$ cat src/common/aas_pkg.sv
package aas_pkg;
	// alarm bit positions inside one channel's flag vector
	localparam int CH_TIMEOUT    = 0;
	localparam int CH_UPPER_WARN = 1;
	localparam int CH_UPPER_CRIT = 2;
	localparam int CH_FAIL       = 3;
	localparam int CH_LOWER_WARN = 4;
	localparam int CH_LOWER_CRIT = 5;
	localparam int CH_OVER_RANGE = 6;
	localparam int CH_PIN_OVLD   = 7;
	localparam int CH_POUT_OVLD  = 8;
	localparam int CH_UNDER_RNG  = 9;
	localparam int CH_FLAGS      = 10;

	// alarm bit positions inside one stream's flag vector
	localparam int ST_CRIT_OVLD  = 0;
	localparam int ST_DP_CUTOFF  = 1;
	localparam int ST_FR_CUTOFF  = 2;
	localparam int ST_COMP_FAIL  = 3;
	localparam int ST_DENS_FAIL  = 4;
	localparam int ST_DENS_DISC  = 5;
	localparam int ST_XMTR_DISC  = 6;
	localparam int ST_COMP_RANGE = 7;
	localparam int ST_FLAGS      = 8;

	// fixed limits
	localparam int PIN_MAX_HZ      = 12000;
	localparam int POUT_MAX_S      = 10;
	localparam int ITER_MAX        = 10;
	localparam int COMP_LOW_PCT    = 95;
	localparam int COMP_HIGH_PCT   = 105;
	localparam int CRIT_OVLD_NUM   = 3;  // 1.5 expressed as 3/2
	localparam int CRIT_OVLD_DEN_SH = 1;
	localparam int CLK_HZ          = 125000000;
	localparam int FLASH_HALF_MS   = 500;

	// log event kinds
	typedef enum logic [1:0] {
		AAS_EV_SET     = 2'b01,
		AAS_EV_ACK     = 2'b10,
		AAS_EV_CLEARED = 2'b11
	} aas_event_t;
endpackage

$ cat src/design/aas_flasher.sv
`timescale 1ns/1ns
// divider producing the alarm indicator blink phase
module aas_flasher #(
	parameter int HALF_CYCLES = 62500000
) (
	input  wire logic i_clock,
	input  wire logic i_nrst,
	output logic      o_phase
);
	logic [31:0] cnt_r;
	logic [31:0] cnt_nxt;
	logic        phase_r;
	logic        phase_nxt;

	// toggle the phase once per half period
	always_comb begin
		cnt_nxt = cnt_r + 32'h0000_0001;
		phase_nxt = phase_r;
		if (cnt_r >= 32'(HALF_CYCLES - 1)) begin
			cnt_nxt = 32'h0000_0000;
			phase_nxt = ~phase_r;
		end
	end

	always_ff @(posedge i_clock or negedge i_nrst) begin
		if (!i_nrst) begin
			cnt_r <= 32'h0000_0000;
			phase_r <= 1'b0;
		end else begin
			cnt_r <= cnt_nxt;
			phase_r <= phase_nxt;
		end
	end

	assign o_phase = phase_r;
endmodule

$ cat src/design/aas_top.sv
`timescale 1ns/1ns
module aas_top
	import aas_pkg::*;
#(
	parameter int NCH         = 4,
	parameter int NST         = 2,
	parameter int W           = 16,
	parameter int NDO         = 4,
	parameter int FLASH_HALF  = CLK_HZ / 1000 * FLASH_HALF_MS,
	parameter int TMO_W       = 24
) (
	input  wire logic                 i_clock,
	input  wire logic                 i_nrst,
	// channel inputs: W-bit words per channel, except 1-bit update and read-fail flags and TMO_W-bit timeouts
	input  wire logic [NCH*W-1:0]     i_ch_value,
	input  wire logic [NCH-1:0]       i_ch_update,
	input  wire logic [NCH-1:0]       i_ch_read_fail,
	input  wire logic [NCH*W-1:0]     i_upper_warn_limit,
	input  wire logic [NCH*W-1:0]     i_upper_critical_limit,
	input  wire logic [NCH*W-1:0]     i_lower_warn_limit,
	input  wire logic [NCH*W-1:0]     i_lower_critical_limit,
	input  wire logic [NCH*W-1:0]     i_scale_top,
	input  wire logic [NCH*W-1:0]     i_scale_bottom,
	input  wire logic [NCH*TMO_W-1:0] i_timeout_cycles,
	input  wire logic [NCH*W-1:0]     i_pin_freq_hz,
	input  wire logic [NCH*W-1:0]     i_pout_pending,
	input  wire logic [NCH*W-1:0]     i_pout_rate_hz,
	// stream values
	input  wire logic [NST*W-1:0]     i_uncorrected_volume_rate,
	input  wire logic [NST*W-1:0]     i_load_limit_rate,
	input  wire logic [NST*W-1:0]     i_differential_pressure,
	input  wire logic [NST*W-1:0]     i_dp_cutoff_limit,
	input  wire logic [NST*W-1:0]     i_flow_cutoff_rate,
	input  wire logic [NST*8-1:0]     i_comp_iterations,
	input  wire logic [NST*8-1:0]     i_dens_iterations,
	input  wire logic [NST*W-1:0]     i_density_a,
	input  wire logic [NST*W-1:0]     i_density_b,
	input  wire logic [NST*W-1:0]     i_density_dev_limit,
	input  wire logic [NST*W-1:0]     i_dp_a,
	input  wire logic [NST*W-1:0]     i_dp_b,
	input  wire logic [NST*W-1:0]     i_dp_dev_limit,
	input  wire logic [NST*W-1:0]     i_comp_sum_pct,
	// control and configuration
	input  wire logic                 i_ack,
	input  wire logic                 i_alarm_nc,
	input  wire logic [NDO-1:0]       i_alarm_do_sel,
	input  wire logic                 i_faulty,
	// outputs
	output logic                      o_common_alarm,
	output logic                      o_alarm_led,
	output logic                      o_alarm_contact_open,
	output logic                      o_alarm_do,
	output logic [NDO-1:0]            o_do,
	output logic                      o_run_led,
	output logic                      o_in_op_closed,
	output logic                      o_fault_closed,
	output logic                      o_log_valid,
	output aas_pkg::aas_event_t       o_log_kind,
	output logic [7:0]                o_log_index
);
	localparam int NA = NCH*CH_FLAGS + NST*ST_FLAGS;

	// absolute difference, used for both discrepancy checks
	function automatic logic [W-1:0] absdiff(input logic [W-1:0] a, input logic [W-1:0] b);
		absdiff = (a > b) ? a - b : b - a;
	endfunction

	logic [NA-1:0]           raw;
	logic [NA-1:0]           active_r;
	logic [NA-1:0]           active_nxt;
	logic [NA-1:0]           unacked_r;
	logic [NA-1:0]           unacked_nxt;
	logic [NCH*TMO_W-1:0]    tmo_r;
	logic [NCH*TMO_W-1:0]    tmo_nxt;
	logic [NCH-1:0]          tmo_hit;
	logic                    log_valid_nxt;
	aas_event_t              log_kind_nxt;
	logic [7:0]              log_index_nxt;
	logic                    ack_pend_r;
	logic                    ack_pend_nxt;
	logic                    phase;
	logic                    any_alarm;
	logic                    any_unacked;

	aas_flasher #(
		.HALF_CYCLES (FLASH_HALF)
	) u_flash (
		.i_clock (i_clock),
		.i_nrst  (i_nrst),
		.o_phase (phase)
	);

	// per-channel freshness counters, restarted by every update
	always_comb begin
		tmo_nxt = tmo_r;
		for (int c = 0; c < NCH; c++) begin
			tmo_hit[c] = tmo_r[c*TMO_W +: TMO_W] >= i_timeout_cycles[c*TMO_W +: TMO_W];
			if (i_ch_update[c])
				tmo_nxt[c*TMO_W +: TMO_W] = '0;
			else if (!tmo_hit[c])
				tmo_nxt[c*TMO_W +: TMO_W] = tmo_r[c*TMO_W +: TMO_W] + 1'b1;
		end
	end

	// alarm conditions evaluated from the present inputs
	always_comb begin
		logic [W-1:0]   v;
		logic [W+1:0]   lim;
		logic [2*W-1:0] need;
		int             b;
		v = '0;
		lim = '0;
		need = '0;
		b = 0;
		raw = '0;
		for (int c = 0; c < NCH; c++) begin
			v = i_ch_value[c*W +: W];
			b = c*CH_FLAGS;
			raw[b+CH_TIMEOUT]    = tmo_hit[c];
			raw[b+CH_UPPER_WARN] = v > i_upper_warn_limit[c*W +: W];
			raw[b+CH_UPPER_CRIT] = v > i_upper_critical_limit[c*W +: W];
			raw[b+CH_LOWER_WARN] = v < i_lower_warn_limit[c*W +: W];
			raw[b+CH_LOWER_CRIT] = v < i_lower_critical_limit[c*W +: W];
			raw[b+CH_OVER_RANGE] = v > i_scale_top[c*W +: W];
			raw[b+CH_UNDER_RNG]  = v < i_scale_bottom[c*W +: W];
			raw[b+CH_PIN_OVLD]   = 32'(i_pin_freq_hz[c*W +: W]) > PIN_MAX_HZ;
			// pending > rate * 10 s means the backlog needs more than 10 s
			need = i_pout_rate_hz[c*W +: W] * (2*W)'(POUT_MAX_S);
			raw[b+CH_POUT_OVLD]  = (2*W)'(i_pout_pending[c*W +: W]) > need;
			raw[b+CH_FAIL]       = i_ch_read_fail[c];
		end
		for (int s = 0; s < NST; s++) begin
			b = NCH*CH_FLAGS + s*ST_FLAGS;
			v = i_uncorrected_volume_rate[s*W +: W];
			// rate*2 > 3*limit avoids a fractional multiplier
			lim = (W+2)'(i_load_limit_rate[s*W +: W]) * (W+2)'(CRIT_OVLD_NUM);
			raw[b+ST_CRIT_OVLD] = ((W+2)'(v) << CRIT_OVLD_DEN_SH) > lim;
			raw[b+ST_DP_CUTOFF] = i_differential_pressure[s*W +: W]
				< i_dp_cutoff_limit[s*W +: W];
			raw[b+ST_FR_CUTOFF] = (v != '0) && (v < i_flow_cutoff_rate[s*W +: W]);
			raw[b+ST_COMP_FAIL] = 32'(i_comp_iterations[s*8 +: 8]) > ITER_MAX;
			raw[b+ST_DENS_FAIL] = 32'(i_dens_iterations[s*8 +: 8]) > ITER_MAX;
			raw[b+ST_DENS_DISC] = absdiff(i_density_a[s*W +: W], i_density_b[s*W +: W])
				> i_density_dev_limit[s*W +: W];
			raw[b+ST_XMTR_DISC] = absdiff(i_dp_a[s*W +: W], i_dp_b[s*W +: W])
				> i_dp_dev_limit[s*W +: W];
			raw[b+ST_COMP_RANGE] = (32'(i_comp_sum_pct[s*W +: W]) < COMP_LOW_PCT)
				|| (32'(i_comp_sum_pct[s*W +: W]) > COMP_HIGH_PCT);
		end
	end

	// alarm state plus one log event per cycle; lowest pending index wins,
	// so simultaneous changes are reported over successive cycles
	always_comb begin
		logic done;
		done = 1'b0;
		active_nxt = active_r;
		unacked_nxt = unacked_r;
		ack_pend_nxt = ack_pend_r | i_ack;
		log_valid_nxt = 1'b0;
		log_kind_nxt = AAS_EV_SET;
		log_index_nxt = 8'h00;
		for (int i = 0; i < NA; i++) begin
			if (!done) begin
				if (raw[i] && !active_r[i]) begin
					active_nxt[i] = 1'b1;
					unacked_nxt[i] = 1'b1;
					log_valid_nxt = 1'b1;
					log_kind_nxt = AAS_EV_SET;
					log_index_nxt = 8'(i);
					done = 1'b1;
				end else if (!raw[i] && active_r[i]) begin
					active_nxt[i] = 1'b0;
					unacked_nxt[i] = 1'b0;
					log_valid_nxt = 1'b1;
					log_kind_nxt = AAS_EV_CLEARED;
					log_index_nxt = 8'(i);
					done = 1'b1;
				end else if (ack_pend_r && unacked_r[i]) begin
					unacked_nxt[i] = 1'b0;
					log_valid_nxt = 1'b1;
					log_kind_nxt = AAS_EV_ACK;
					log_index_nxt = 8'(i);
					done = 1'b1;
				end
			end
		end
		// acknowledge stays pending until every unacked alarm has been logged
		if (!done)
			ack_pend_nxt = i_ack;
	end

	always_ff @(posedge i_clock or negedge i_nrst) begin
		if (!i_nrst) begin
			tmo_r <= '0;
			active_r <= '0;
			unacked_r <= '0;
			ack_pend_r <= 1'b0;
			o_log_valid <= 1'b0;
			o_log_kind <= AAS_EV_SET;
			o_log_index <= 8'h00;
		end else begin
			tmo_r <= tmo_nxt;
			active_r <= active_nxt;
			unacked_r <= unacked_nxt;
			ack_pend_r <= ack_pend_nxt;
			o_log_valid <= log_valid_nxt;
			o_log_kind <= log_kind_nxt;
			o_log_index <= log_index_nxt;
		end
	end

	// summary and alarm indicators from registered alarm state; run and fault outputs straight from i_faulty
	assign any_alarm = |active_r;
	assign any_unacked = |unacked_r;
	assign o_common_alarm = any_alarm;
	assign o_alarm_led = any_unacked ? phase : any_alarm;
	assign o_alarm_contact_open = any_alarm;
	// normally closed wiring inverts the driven level
	assign o_alarm_do = any_alarm ^ i_alarm_nc;
	assign o_do = i_alarm_do_sel & {NDO{o_alarm_do}};
	assign o_run_led = !i_faulty;
	assign o_in_op_closed = !i_faulty;
	assign o_fault_closed = i_faulty;
endmodule

$ cat config.mk
export PLATFORM = sky130hd
export DESIGN_NAME = aas_top
export DESIGN_NICKNAME = d
export VERILOG_FILES = /design/src/common/aas_pkg.sv /design/src/design/aas_flasher.sv /design/src/design/aas_top.sv
export SDC_FILE = /design/constraint.sdc
export NUM_CORES = 2
export LEC_CHECK = 0
export BUFFER_PORTS_ARGS = -buffer_cell sky130_fd_sc_hd__buf_2
export CORE_AREA = 2 2 464 466
export DETAILED_ROUTE_END_ITERATION = 6
export DIE_AREA = 0 0 466 468
export HOLD_SLACK_MARGIN = 0.1
export PLACE_DENSITY = 0.46
export SYNTH_ARGS = -nofsm -noshare
export SYNTH_HDL_FRONTEND = slang
export SYNTH_HIERARCHICAL = 1
export SYNTH_SLANG_ARGS = --single-unit
$ cat constraint.sdc
create_clock -name i_clock -period 4.7 [get_ports i_clock]
set_clock_uncertainty 0.2 [all_clocks]
set_input_delay 0.47 -clock i_clock [delete_from_list [all_inputs] [get_ports i_clock]]
set_output_delay 0.47 -clock i_clock [all_outputs]
set_load 0.05 [all_outputs]
==> flow_metrics.py <==
metrics = {
    "logic_synthesis": {
        "synth.area.top_cells": "ha_1 (30%), dfrtp_1 (14%), inv_1 (7.8%), a21oi_1 (4.5%), a21o_1 (3.9%)",
        "synth_top_area_cell": "ha_1",
        "mappedNetlistArea_um2": 44200,
        "synthSimpleGateAreaFrac": 0.181,
        "syn_inst": 5696,
        "synthArstFlopShare": 1.00,
        "synth.yosys.seq_area_share": 0.142,
        "ys_warn_count": 6,
        "synth_fa_ha_area_frac": 0.308,
        "synth-xor-area-share": 0.0394,
        "syn_avg_cell_area_um2": 7.77,
        "ys_ff_latch": 251,
        "synthMuxAreaShare": 0.0164,
        "synth_top_family_by_area": "adder cells",
        "synth-edff-count": 0,
        "synth-compound-area-share": 0.225,
        "ys.flop_type": "dfrtp_1",
        "synth_top_area_share": 0.302,
        "ys_types": 102,
    },
    "worst_setup_path": {
        "critPathLaunchType": "input pin",
        "required_ns": 4.95,
        "path_class": "in -> reg",
        "cp_num_buf_inv": 4,
        "crit_path_frequent_cell": "ha_4",
        "cp.arrival_ns": 6.37,
        "slowest_stage": "fa_2",
        "critPathMaxStageDelay_ns": 0.38,
        "crit_family": "compound AO/OA/AOI/OAI gates",
        "path_max_fanout": 4,
        "endpoint_kind": "flop",
    },
    "power_and_ir_drop": {
        "ir_drop_uv": 213,
        "cellLeakagePower_nw": 36.1,
        "power.density_nw_per_um2": 189,
    },
    "grt": {
        "track_usage": 0.188,
        "antenna_found_initial": 73,
        "grt_pass1_vias": 51100,
        "grt_pass1_wl_mm": 314,
        "grt_max_degree": 104,
        "grt-ovfl-total": 0,
    },
    "layout": {
        "final_common_cell": "buf_2",
        "fin_cells": 11000,
        "nNetsFinal": 10300,
        "drive_gt1_frac": 0.355,
        "final_area_um2": 66800,
        "layout_common_cells": "buf_2 (1,178), buf_4 (1,150), ha_1 (1,038)",
        "area_growth_pct": 50.9,
    },
    "cts": {
        "cts_root_buf": "clkbuf_16",
        "cts_tree": "yes",
        "cts_buffers": 34,
        "clk_latency_ns": 0.56,
        "cts.sinks": 251,
        "path_clk_slew_ns": 0.07,
        "clk_path_buf_depth": 3,
        "cts_max_level": 2,
    },
    "routing": {
        "wirelength_mm": 214,
        "wl_per_cell_um": 19.5,
        "viasPerCell": 4.58,
        "num_vias": 50200,
        "postRouteAntennaNets": 0,
        "drt_iter0_drc": 2314,
        "drcViolationCount": 0,
        "drt-pass1-iter-count": 5,
    },
    "placed_design": {
        "dpl.hpwl_mm": 190,
        "placed_cell_area_um2": 63100,
        "place_inst": 10800,
        "finalWeightedCongestion": 0.933,
        "io_buffers": 1188,
    },
    "sta": {
        "worst_slack_ns": -1.42,
        "fin_crit_ns": 6.12,
        "fmax_mhz": 163,
        "slew_headroom": 0.352,
        "rsz0062_at_grt": "yes",
        "setup_violations": 98,
        "finalHoldViolations": 0,
        "fin_crit_sh": 1.30,
        "tightestPinTransition_ns": 0.964,
        "finalMaxSlewViolations": 0,
    },
    "floorplan": {
        "core_um2": 213000,
        "dieArea_um2": 218000,
        "ios": 1191,
        "rows": 170,
        "die_w_um": 466,
        "chipHeight_um": 468,
        "start_util": 0.207,
    },
    "worst_hold_path": {
        "hold_path_class": "in -> reg",
    },
    "outcome": {
        "failed_checks": "setup timing",
        "status": "finished with violations",
    },
    "job": {
        "cap_violations": 0,
    },
}
-- power by group --
part,switching [W],internal [W],total [W]
Clock,0.00116,0.00178,0.00294
Combinational,0.00366,0.00359,0.00726
Sequential,0.000159,0.00225,0.00241
Total,0.00498,0.00763,0.0126
-- metrics by stage --
stage          hold slack (ns)  setup WS (ns)   util  setup TNS [ns]  total power [W]
5_1_grt                  0.167          -1.73  0.313         -100.11           0.0136
6_report                 0.171          -1.42  0.313          -70.65           0.0126
3_3_place_gp             0.303          -2.51  0.296         -167.05          0.00930
4_1_cts                  0.137          -1.42  0.309          -69.91           0.0126
2_1_floorplan          -0.0256          -1.59      -          -67.59          0.00592
3_5_place_dp             0.310          -2.66  0.296         -173.86          0.00938
-- Yosys cell counts, types with 14 or more instances --
master,count
a211o_1,19
a211oi_1,84
a21boi_0,25
a21o_1,230
a21oi_1,401
a221oi_1,20
a31oi_1,39
and2_1,22
and3_1,39
and4_1,21
buf_2,15
clkbuf_1,64
dfrtp_1,250
fa_1,14
ha_1,1067
inv_1,914
mux2_2,37
mux2i_1,31
nand2_1,296
nand2b_1,86
nand3_1,113
nand4_1,154
nor2_1,399
nor2b_1,102
nor3_1,100
nor4_1,89
o211ai_1,23
o21a_1,139
o21ai_0,323
o21bai_1,28
o22ai_1,14
o31ai_1,25
o41ai_1,15
or3_1,32
or4_1,25
xnor2_1,113
xor2_1,86
-- per-layer routing --
metal / up-vias / share of wire / track usage
li1: 25100 / - / -
met1: 23600 / 0.44 / 0.239
met2: 1201 / 0.48 / 0.331
met3: 252 / 0.055 / 0.0308
met4: 60 / 0.022 / 0.0391
met5: - / 0.0017 / 0
-- state kept, by name, summed over array words and instances (netlist names) --
signal / count
unacked_r: 56
active_r: 56
u_flash/cnt_r: 32
ack_pend_r: 1
u_flash/o_phase: 1
tmo_r: 96
o_log_kind: 2
o_log_index: 6
o_log_valid: 1
-- worst register-to-register path: cells and delay by family (launching register included) --
family,cells,cell delay (ns)
AOI/OAI and AO/OA,12,1.88
adders and majority gates,2,0.54
buffers and inverters,5,0.78
DFF,1,0.35
and+or+nand+nor,7,1.56
-- final timing paths --
kind | from | end | slack (ns) | cells past startpoint
worst max-delay path | i_dp_a[0] | active_r[55] | -1.42 | 34
worst min-delay path | i_ch_update[2] | tmo_r[69] | 0.17 | 2
worst max register to register | tmo_r[0] | o_log_index[0] | -0.71 | 26
worst min register to register | u_flash/cnt_r[0] | u_flash/cnt_r[0] | 0.32 | 1
max in group asynchronous | i_nrst | unacked_r[17] | 2.88 | 3
min in group asynchronous | i_nrst | tmo_r[71] | 0.29 | 2
-- logic make-up (layout without fill, tap and decap cells) --
family / Yosys count / after routing
XOR/XNOR: 199 / 199
multiplexers: 68 / 68
AND/OR/NAND/NOR: 1552 / 1552
adder cells (fa/ha/maj): 1081 / 1081
AO/OA/AOI/OAI: 1528 / 1528
buffers and inverters: 1015 / 3413
flip-flops: 251 / 251
other: 2 / 35
-- final cells by class --
type                            count  area [um^2]
Antenna cell                       27         67.6
Clock buffer                       48         1020
Clock inverter                     11          189
Fill cell                       23000       147000
Inverter                          915         3450
Multi-Input combinational cell   4436        36200
Sequential cell                   251         6290
Tap cell                         2838         3550
Timing Repair Buffer             2439        16000
-- repair_timing --
item,4_1_cts,5_1_grt
pin swaps,137,128
setup buffers,64,40
gates resized for setup,255,168
endpoints found under the setup margin,102,104
hold endpoints to repair,101,0
hold buffers,2,0
cloned,0,0
Power figures use the tool's default switching activity.
